--- config.mk ---
export PLATFORM = sky130hd
export DESIGN_NAME = front_panel_indicator_ctrl
export DESIGN_NICKNAME = d
export VERILOG_FILES = /design/src/shared/panel_pkg.sv /design/src/rtl/front_panel_indicator_ctrl.sv /design/src/rtl/dim_gen.sv
export SDC_FILE = /design/constraint.sdc
export NUM_CORES = 1
export LEC_CHECK = 0
export BUFFER_PORTS_ARGS = -buffer_cell sky130_fd_sc_hd__buf_2
export CAP_MARGIN = 20
export CORE_MARGIN = 2
export CORE_UTILIZATION = 60
export CTS_BUF_LIST = sky130_fd_sc_hd__clkbuf_8
export DETAILED_ROUTE_END_ITERATION = 8
export PLACE_DENSITY = 0.9
export RECOVER_POWER = 50
export SLEW_MARGIN = 20
export SYNTH_ARGS = -nofsm -noshare
export SYNTH_HDL_FRONTEND = slang
export SYNTH_SLANG_ARGS = --single-unit
--- constraint.sdc ---
create_clock -name clock -period 25.9 [get_ports clock]
set_input_delay 7.77 -clock clock [delete_from_list [all_inputs] [get_ports clock]]
set_output_delay 7.77 -clock clock [all_outputs]
set_load 0.005 [all_outputs]
--- src/shared/panel_pkg.sv ---
/*
  Shared constants, types and carriers for the front-panel indicator block.
  Assumes a 50 MHz system clock and an APB master with 32-bit data.
*/
package panel_pkg;

  // ----------------------------------------------------------------
  // Clock and timing
  // ----------------------------------------------------------------
  localparam int unsigned CLOCK_HZ       = 50_000_000;
  localparam int unsigned LAMP_TEST_MS   = 500;
  localparam int unsigned LAMP_TEST_CYCLES_DEF = CLOCK_HZ / 1000 * LAMP_TEST_MS;
  // Dimming rate well above visible flicker
  localparam int unsigned DIM_HZ         = 1000;
  localparam int unsigned DIM_HALF_CYCLES_DEF  = CLOCK_HZ / (2 * DIM_HZ);

  // ----------------------------------------------------------------
  // Register map (byte offsets)
  // ----------------------------------------------------------------
  localparam logic [7:0] OFS_CTRL     = 8'h00;
  localparam logic [7:0] OFS_STATUS   = 8'h04;
  localparam logic [7:0] OFS_KEYRATE0 = 8'h08;
  localparam logic [7:0] OFS_KEYRATE1 = 8'h0c;
  localparam logic [7:0] OFS_KEYRATE2 = 8'h10;
  localparam logic [7:0] OFS_SELECT   = 8'h14;

  localparam int CTRL_RESET_BIT   = 0;
  localparam int CTRL_STANDBY_BIT = 1;
  localparam logic        STANDBY_RST = 1'b0;
  localparam logic [15:0] KEYRATE_RST = 16'h0145;

  // ----------------------------------------------------------------
  // Configuration test byte and baud table
  // ----------------------------------------------------------------
  localparam logic [7:0] CFG_TEST_EXPECTED = 8'h5a;
  localparam int unsigned OVERSAMPLE = 16;
  localparam logic [15:0] DIV_TAB [9] = '{
    16'(CLOCK_HZ / (OVERSAMPLE * 110)),
    16'(CLOCK_HZ / (OVERSAMPLE * 150)),
    16'(CLOCK_HZ / (OVERSAMPLE * 300)),
    16'(CLOCK_HZ / (OVERSAMPLE * 600)),
    16'(CLOCK_HZ / (OVERSAMPLE * 1200)),
    16'(CLOCK_HZ / (OVERSAMPLE * 2400)),
    16'(CLOCK_HZ / (OVERSAMPLE * 4800)),
    16'(CLOCK_HZ / (OVERSAMPLE * 9600)),
    16'(CLOCK_HZ / (OVERSAMPLE * 19200))
  };

  // ----------------------------------------------------------------
  // Types
  // ----------------------------------------------------------------
  typedef enum logic [1:0] {
    ST_LAMP_TEST = 2'b00,
    ST_CHECK     = 2'b01,
    ST_RUN       = 2'b11
  } panel_state_e;

  typedef struct packed {
    logic        psel;
    logic        penable;
    logic        pwrite;
    logic [7:0]  paddr;
    logic [31:0] pwdata;
  } apb_req_s;

  typedef struct packed {
    logic        pready;
    logic [31:0] prdata;
    logic        pslverr;
  } apb_rsp_s;

  typedef struct packed {
    logic [1:0] ready;
    logic [1:0] busy;
    logic       carrier;
    logic       status;
    logic       restart;
  } lamps_s;

endpackage : panel_pkg

--- src/rtl/front_panel_indicator_ctrl.sv ---
/*
  Front-panel lamp and switch logic: lamp test, drive lamps, carrier and
  status lamps, configuration check, baud selectors, binary switch, APB regs.
  Assumes all pin inputs synchronous to clock; firmware drives the events.
*/
`timescale 1ns/1ps
module front_panel_indicator_ctrl #(
  parameter int unsigned LAMP_TEST_CYCLES = panel_pkg::LAMP_TEST_CYCLES_DEF,
  parameter int unsigned DIM_HALF_CYCLES  = panel_pkg::DIM_HALF_CYCLES_DEF
) (
  input  logic                   clock,
  input  logic                   rst,
  input  panel_pkg::apb_req_s    apb_req,
  output panel_pkg::apb_rsp_s    apb_rsp,
  input  logic [1:0]             diskette_seated,
  input  logic [1:0]             disk_xfer_active,
  input  logic [1:0]             drive_safe,
  input  logic [2:0]             port_xfer_active,
  input  logic                   parity_error,
  input  logic                   carrier_detect,
  input  logic                   restart_switch,
  input  logic                   binary_exit_switch,
  input  logic [2:0][3:0]        baud_selector,
  input  logic [7:0]             cfg_test_byte,
  input  logic                   cfg_refresh_done,
  output panel_pkg::lamps_s      lamps,
  output logic [2:0][15:0]       baud_divisor,
  output logic                   binary_mode,
  output logic                   op_enable,
  output logic                   system_restart,
  output logic                   disk_abort
);

  typedef struct packed {
    panel_pkg::panel_state_e st;
    logic [31:0]             lt_cnt;
    logic                    parity;
    logic                    cfg_bad;
    logic [1:0]              abort_pend;
    logic                    standby;
    logic                    restart_prev;
    logic [2:0][3:0]         sel;
    logic [2:0][15:0]        keyrate;
    logic [2:0][15:0]        baud;
    panel_pkg::lamps_s       lamps;
    panel_pkg::apb_rsp_s     rsp;
    logic                    binary_mode;
    logic                    op_enable;
    logic                    sys_restart;
    logic                    disk_abort;
  } ctrl_state_s;

  ctrl_state_s s_r;
  ctrl_state_s s_nxt;

  logic       dim_phase;
  logic       access;
  logic       take;
  logic       wr_fire;
  logic       reset_cmd;
  logic       restart_edge;
  logic       any_port;
  logic [7:0] waddr;

  // ----------------------------------------------------------------
  // Helpers
  // ----------------------------------------------------------------
  function automatic logic [15:0] baud_div(input logic [3:0]  sel,
                                           input logic [15:0] kbd);
    if (sel >= 4'h1 && sel <= 4'h9) begin
      return panel_pkg::DIV_TAB[sel - 4'h1];
    end
    return kbd;
  endfunction : baud_div

  function automatic logic reg_ok(input logic [7:0] a);
    return a == panel_pkg::OFS_CTRL     || a == panel_pkg::OFS_STATUS   ||
           a == panel_pkg::OFS_KEYRATE0 || a == panel_pkg::OFS_KEYRATE1 ||
           a == panel_pkg::OFS_KEYRATE2 || a == panel_pkg::OFS_SELECT;
  endfunction : reg_ok

  function automatic logic [31:0] reg_rd(input logic [7:0]  a,
                                         input ctrl_state_s st);
    logic [31:0] d;
    d = 32'h0;
    unique case (a)
      panel_pkg::OFS_CTRL:
        d[panel_pkg::CTRL_STANDBY_BIT] = st.standby;
      panel_pkg::OFS_STATUS:
        d[13:0] = {st.op_enable, st.st, st.cfg_bad, st.parity,
                   st.abort_pend, st.lamps};
      panel_pkg::OFS_KEYRATE0: d[15:0] = st.keyrate[0];
      panel_pkg::OFS_KEYRATE1: d[15:0] = st.keyrate[1];
      panel_pkg::OFS_KEYRATE2: d[15:0] = st.keyrate[2];
      panel_pkg::OFS_SELECT:   d[11:0] = st.sel;
      default:                 d = 32'h0;
    endcase
    return d;
  endfunction : reg_rd

  // ----------------------------------------------------------------
  // Dimming source
  // ----------------------------------------------------------------
  dim_gen #(
    .HALF_CYCLES (DIM_HALF_CYCLES)
  ) u_dim (
    .clock (clock),
    .rst   (rst),
    .phase (dim_phase)
  );

  // ----------------------------------------------------------------
  // Bus and event decode
  // ----------------------------------------------------------------
  assign access  = apb_req.psel & apb_req.penable;
  assign take    = access & ~s_r.rsp.pready;
  // Write lands only at the edge where the master sees pready
  assign wr_fire = access & s_r.rsp.pready & apb_req.pwrite;
  assign waddr   = apb_req.paddr;
  assign reset_cmd = wr_fire && waddr == panel_pkg::OFS_CTRL &&
                     apb_req.pwdata[panel_pkg::CTRL_RESET_BIT];
  assign restart_edge = restart_switch & ~s_r.restart_prev;
  assign any_port     = |port_xfer_active;

  // ----------------------------------------------------------------
  // Next state
  // ----------------------------------------------------------------
  always_comb begin
    s_nxt = s_r;
    s_nxt.restart_prev = restart_switch;

    // APB slave: one wait state, then answer for one cycle
    s_nxt.rsp.pready = take;
    if (take) begin
      s_nxt.rsp.prdata  = reg_rd(waddr, s_r);
      s_nxt.rsp.pslverr = ~reg_ok(waddr);
    end else begin
      s_nxt.rsp.prdata  = 32'h0;
      s_nxt.rsp.pslverr = 1'b0;
    end
    if (wr_fire) begin
      unique case (waddr)
        panel_pkg::OFS_CTRL:
          s_nxt.standby = apb_req.pwdata[panel_pkg::CTRL_STANDBY_BIT];
        panel_pkg::OFS_KEYRATE0: s_nxt.keyrate[0] = apb_req.pwdata[15:0];
        panel_pkg::OFS_KEYRATE1: s_nxt.keyrate[1] = apb_req.pwdata[15:0];
        panel_pkg::OFS_KEYRATE2: s_nxt.keyrate[2] = apb_req.pwdata[15:0];
        default: ;
      endcase
    end

    // Parity: a new error wins over a same-cycle reset command
    s_nxt.parity = parity_error | (s_r.parity & ~reset_cmd);

    // Abort pending until each drive reports it is safe to unload
    s_nxt.disk_abort = reset_cmd;
    s_nxt.abort_pend = {2{reset_cmd}} | (s_r.abort_pend & ~drive_safe);

    s_nxt.binary_mode = ~binary_exit_switch;
    s_nxt.sys_restart = restart_edge;

    unique case (s_r.st)
      panel_pkg::ST_LAMP_TEST: begin
        if (s_r.lt_cnt == 32'(LAMP_TEST_CYCLES - 1)) begin
          s_nxt.lt_cnt = 32'h0;
          s_nxt.st     = panel_pkg::ST_CHECK;
        end else begin
          s_nxt.lt_cnt = s_r.lt_cnt + 32'h1;
        end
      end
      panel_pkg::ST_CHECK: begin
        s_nxt.sel     = baud_selector;
        s_nxt.cfg_bad = cfg_test_byte != panel_pkg::CFG_TEST_EXPECTED;
        s_nxt.st      = panel_pkg::ST_RUN;
      end
      panel_pkg::ST_RUN: begin
        if (cfg_refresh_done) begin
          s_nxt.cfg_bad = 1'b0;
        end
      end
      default: begin
        s_nxt.st = panel_pkg::ST_LAMP_TEST;
      end
    endcase
    // A press restarts from any state, retesting lamps and rereading switches
    if (restart_edge) begin
      s_nxt.st     = panel_pkg::ST_LAMP_TEST;
      s_nxt.lt_cnt = 32'h0;
    end

    for (int i = 0; i < 3; i++) begin
      s_nxt.baud[i] = baud_div(s_r.sel[i], s_r.keyrate[i]);
    end

    s_nxt.op_enable = (s_r.st == panel_pkg::ST_RUN) & ~s_r.cfg_bad;

    if (s_r.st == panel_pkg::ST_LAMP_TEST) begin
      s_nxt.lamps = '1;
    end else begin
      s_nxt.lamps.ready   = diskette_seated & ~{2{s_r.standby}};
      s_nxt.lamps.busy    = disk_xfer_active | s_r.abort_pend;
      s_nxt.lamps.carrier = carrier_detect;
      s_nxt.lamps.restart = 1'b1;
      if (s_r.cfg_bad) begin
        s_nxt.lamps.status = 1'b1;
      end else if (any_port) begin
        s_nxt.lamps.status = dim_phase;
      end else begin
        s_nxt.lamps.status = s_r.parity;
      end
    end
  end

  always_ff @(posedge clock or posedge rst) begin
    if (rst) begin
      s_r         <= '0;
      s_r.st      <= panel_pkg::ST_LAMP_TEST;
      s_r.standby <= panel_pkg::STANDBY_RST;
      s_r.keyrate <= {3{panel_pkg::KEYRATE_RST}};
    end else begin
      s_r <= s_nxt;
    end
  end

  // ----------------------------------------------------------------
  // Outputs
  // ----------------------------------------------------------------
  assign apb_rsp        = s_r.rsp;
  assign lamps          = s_r.lamps;
  assign baud_divisor   = s_r.baud;
  assign binary_mode    = s_r.binary_mode;
  assign op_enable      = s_r.op_enable;
  assign system_restart = s_r.sys_restart;
  assign disk_abort     = s_r.disk_abort;
endmodule : front_panel_indicator_ctrl

--- src/rtl/dim_gen.sv ---
/*
  Square-wave generator for half-brilliance lamp drive.
  Assumes one free-running clock and an active-high asynchronous reset.
*/
`timescale 1ns/1ps
module dim_gen #(
  parameter int unsigned HALF_CYCLES = panel_pkg::DIM_HALF_CYCLES_DEF
) (
  input  logic clock,
  input  logic rst,
  output logic phase
);

  typedef struct packed {
    logic [31:0] cnt;
    logic        phase;
  } dim_state_s;

  dim_state_s s_r;
  dim_state_s s_nxt;

  // ----------------------------------------------------------------
  // Fifty percent duty toggle
  // ----------------------------------------------------------------
  always_comb begin
    s_nxt = s_r;
    if (s_r.cnt == 32'(HALF_CYCLES - 1)) begin
      s_nxt.cnt   = 32'h0;
      s_nxt.phase = ~s_r.phase;
    end else begin
      s_nxt.cnt = s_r.cnt + 32'h1;
    end
  end

  always_ff @(posedge clock or posedge rst) begin
    if (rst) begin
      s_r <= '0;
    end else begin
      s_r <= s_nxt;
    end
  end

  assign phase = s_r.phase;

endmodule : dim_gen

==> reports/metrics.cfg <==
[grt]
antenna_found_initial=2
grt_first_pass_wirelength_um=38800
first_global_vias=7622
grt_max_degree=156
gr-total-overflow=0
globalRouteTotalUtil_pct=27.0

[flow_run]
drv_cap=4

[timing]
finalClockSkew_ps=22.4
fin_crit_sh_pct=47.2
slew_violations=193
rsz0062_at_grt=no
max_slew_margin_pct=-341
fmax_mhz=81.8
tns_ps=0
setup_viol=0
final_hold_viol_count=0
period_minus_slack_ps=12230
finalWorstSetupSlack_ps=13670
worst_pin_slew_ps=6580

[floorplan]
initial_core_util_pct=61.0
ios=172
fp-row-count=48
die-area_um2=18600
core-area_um2=17200
die_w_um=136
die-height_um=136

[critical_path]
critPathMaxStageDelay_ps=3630
cpLargestDelayFamily=buffers and inverters
r2r_end=baud_divisor[23]
required_ps=25290
worstPathArrival_ps=11620
r2r-start=s_r[145]
reg2reg_depth=6
worstPathCellList=buf_2 -> clkinvlp_2
cp-start-kind=input pin
reg2reg_slack_ps=22490
crit_path_end_kind=async pin
cp_num_buf_inv=2
critPathMaxFanout=155
path_class=in -> async
crit_slowest_cell=clkinvlp_2

[hold_path]
min_delay_path_depth=1
worstHoldStart=u_dim.s_r[1]
whs_endpoint=u_dim.s_r[1]
hold_path.class=reg -> reg

[clock_tree]
clock_path_buffers=3
post_cts_buffers=0
cts-root-buf=clkbuf_8
insertion_delay_ps=520
post_cts_resized=0
clk_pin_slew_ps=50
cts_buffers=34
postCtsHoldBufs=0
clock_sinks=210
cts_tree=yes
htreeDepth=2

[synthesis]
yosys_warnings=0
synth-main-ff-cell=dfrtp_1
synth_area_leaders=dfrtp_1 47%, buf_4 6.5%, mux2_2 5.0%, nand2_1 3.4%, dfstp_2 3.0%
synth_area_leader_cell=dfrtp_1
syn-cell-area_um2=10500
ys_seq_area_share_pct=50.1
postSynthRegisterBits=210
synth-edff-count=0
ys_types=67
yosysMostFrequentCell=dfrtp_1
synthArstFlopShare_pct=100
synth_top_cells_by_count=198 x dfrtp_1, 95 x nand2_1, 91 x buf_4
synth_top_area_share_pct=47.1
syn_inst=1014
synth.avg_cell_area_um2=10.4

[power_and_ir_drop]
p_sw_uw=146
intPower_uw=488
p_sw_share_pct=23.0
pwr-share-seq_pct=52.8
leakage_nw=5.37
p_comb_share_pct=3.7
power.clock.fraction_pct=43.6
p_per_area_nw_per_um2=55.7
peakVddDrop_v=0.0000548
finalPower_uw=635

[routing]
drtIter0Drc=806
ant_nets=0
wire_per_inst_um=18.8
wl_um=25100
via_per_inst=6.09
vias=8124
post-route-drc-count=0
drt_pre_antenna_iters=5

[status]
violations=max-capacitance violations, max-slew violations
outcome=complete, but fails checks

[layout]
final_nets=1181
drive_gt1_share_pct=24.1
fill_cells=1248
utilization_pct=66.1
area_growth_pct=8.33

[placement]
dpl.hpwl_um=17300
pre_cts_ws_ps=15810
place.gp.congestion=0.928
port_buffers=139

-- layer usage --
layer	global-route usage (%)	share of wire [%]	vias to the layer above
met5	0	0	-
met4	12.6	3.9	0
met3	6.08	10	84
met2	41.7	46	489
met1	36.4	40	3918
li1	-	-	3633
-- cell families (layout without fill, tap and decap cells) --
group                      count (synthesis)  count (layout)  synth area share (%)
xor gates and xnor gates                  46              46                  3.83
other                                      2              19                0.0714
muxes                                     58              58                  6.27
buffers and inverters                    160             237                  9.19
AOI/OAI and AO/OA                        185             185                  11.2
adders and majority gates                 20              20                  2.38
and+or+nand+nor                          333             333                  16.9
DFF                                      210             210                  50.1
-- worst max-delay path by stage --
stage / start / to / slack (ps) / depth (start not counted)
2_1_floorplan: rst / apb_rsp[0] / 12410 / 1
4_1_cts: apb_req[32] / s_r[136] / 16340 / 5
6_report: rst / apb_rsp[13] / 13670 / 2
3_3_place_gp: apb_req[32] / apb_rsp[14] / 15590 / 6
3_5_place_dp: apb_req[32] / s_r[136] / 15810 / 5
5_1_grt: rst / apb_rsp[13] / 12580 / 2
-- per-stage QoR --
stage	hold WS, ps	area [um^2]	cells
2_1_floorplan	433	10600	1029
3_3_place_gp	444	10800	1270
3_5_place_dp	461	10800	1271
4_1_cts	468	11400	1331
5_1_grt	480	11400	1331
6_report	469	11400	1333
-- cell type report --
type	count	area, um^2	share of cell area (%)
Clock buffer	43	592	5.20
Antenna cell	2	5.00	0.0440
Timing Repair Buffer	144	731	6.42
Clock inverter	17	70.1	0.615
Tap cell	225	282	2.47
Inverter	33	125	1.10
Sequential cell	210	5270	46.3
Multi-Input combinational cell	659	4310	37.9
-- sequential cells by signal (all words and copies together) (netlist names) --
signal          cells
binary_mode         1
op_enable           1
disk_abort          1
lamps               7
u_dim.phase         1
s_r               100
system_restart      1
baud_divisor       48
u_dim.s_r          32
apb_rsp            18
-- power by group through the flow --
stage	combinational [mW]	clock, mW	sequential [mW]
floorplan	0.0156	0	0.340
global placement	0.0228	0	0.340
detailed placement	0.0235	0	0.340
CTS	0.0237	0.280	0.335
global route	0.0265	0.294	0.335
finish	0.0233	0.276	0.335
-- layout by cell type (no fill, tap or decap), types with 8 or more instances in the layout --
cell	instances
dfrtp_1	198
buf_2	137
nand2_1	95
nor2_1	61
o21ai_0	61
mux2_2	47
inv_1	43
clkbuf_8	43
nand3_1	39
a31oi_1	31
nand4_1	26
a22oi_1	26
a21oi_1	25
xor2_1	24
xnor2_1	22
ha_1	20
conb_1	17
and3_1	16
nor4_1	15
dfstp_2	12
nor2b_1	10
a22o_1	10
nand2b_1	9
and2_1	9
nor3_1	9
o31ai_1	8
Power figures use the tool's default switching activity.
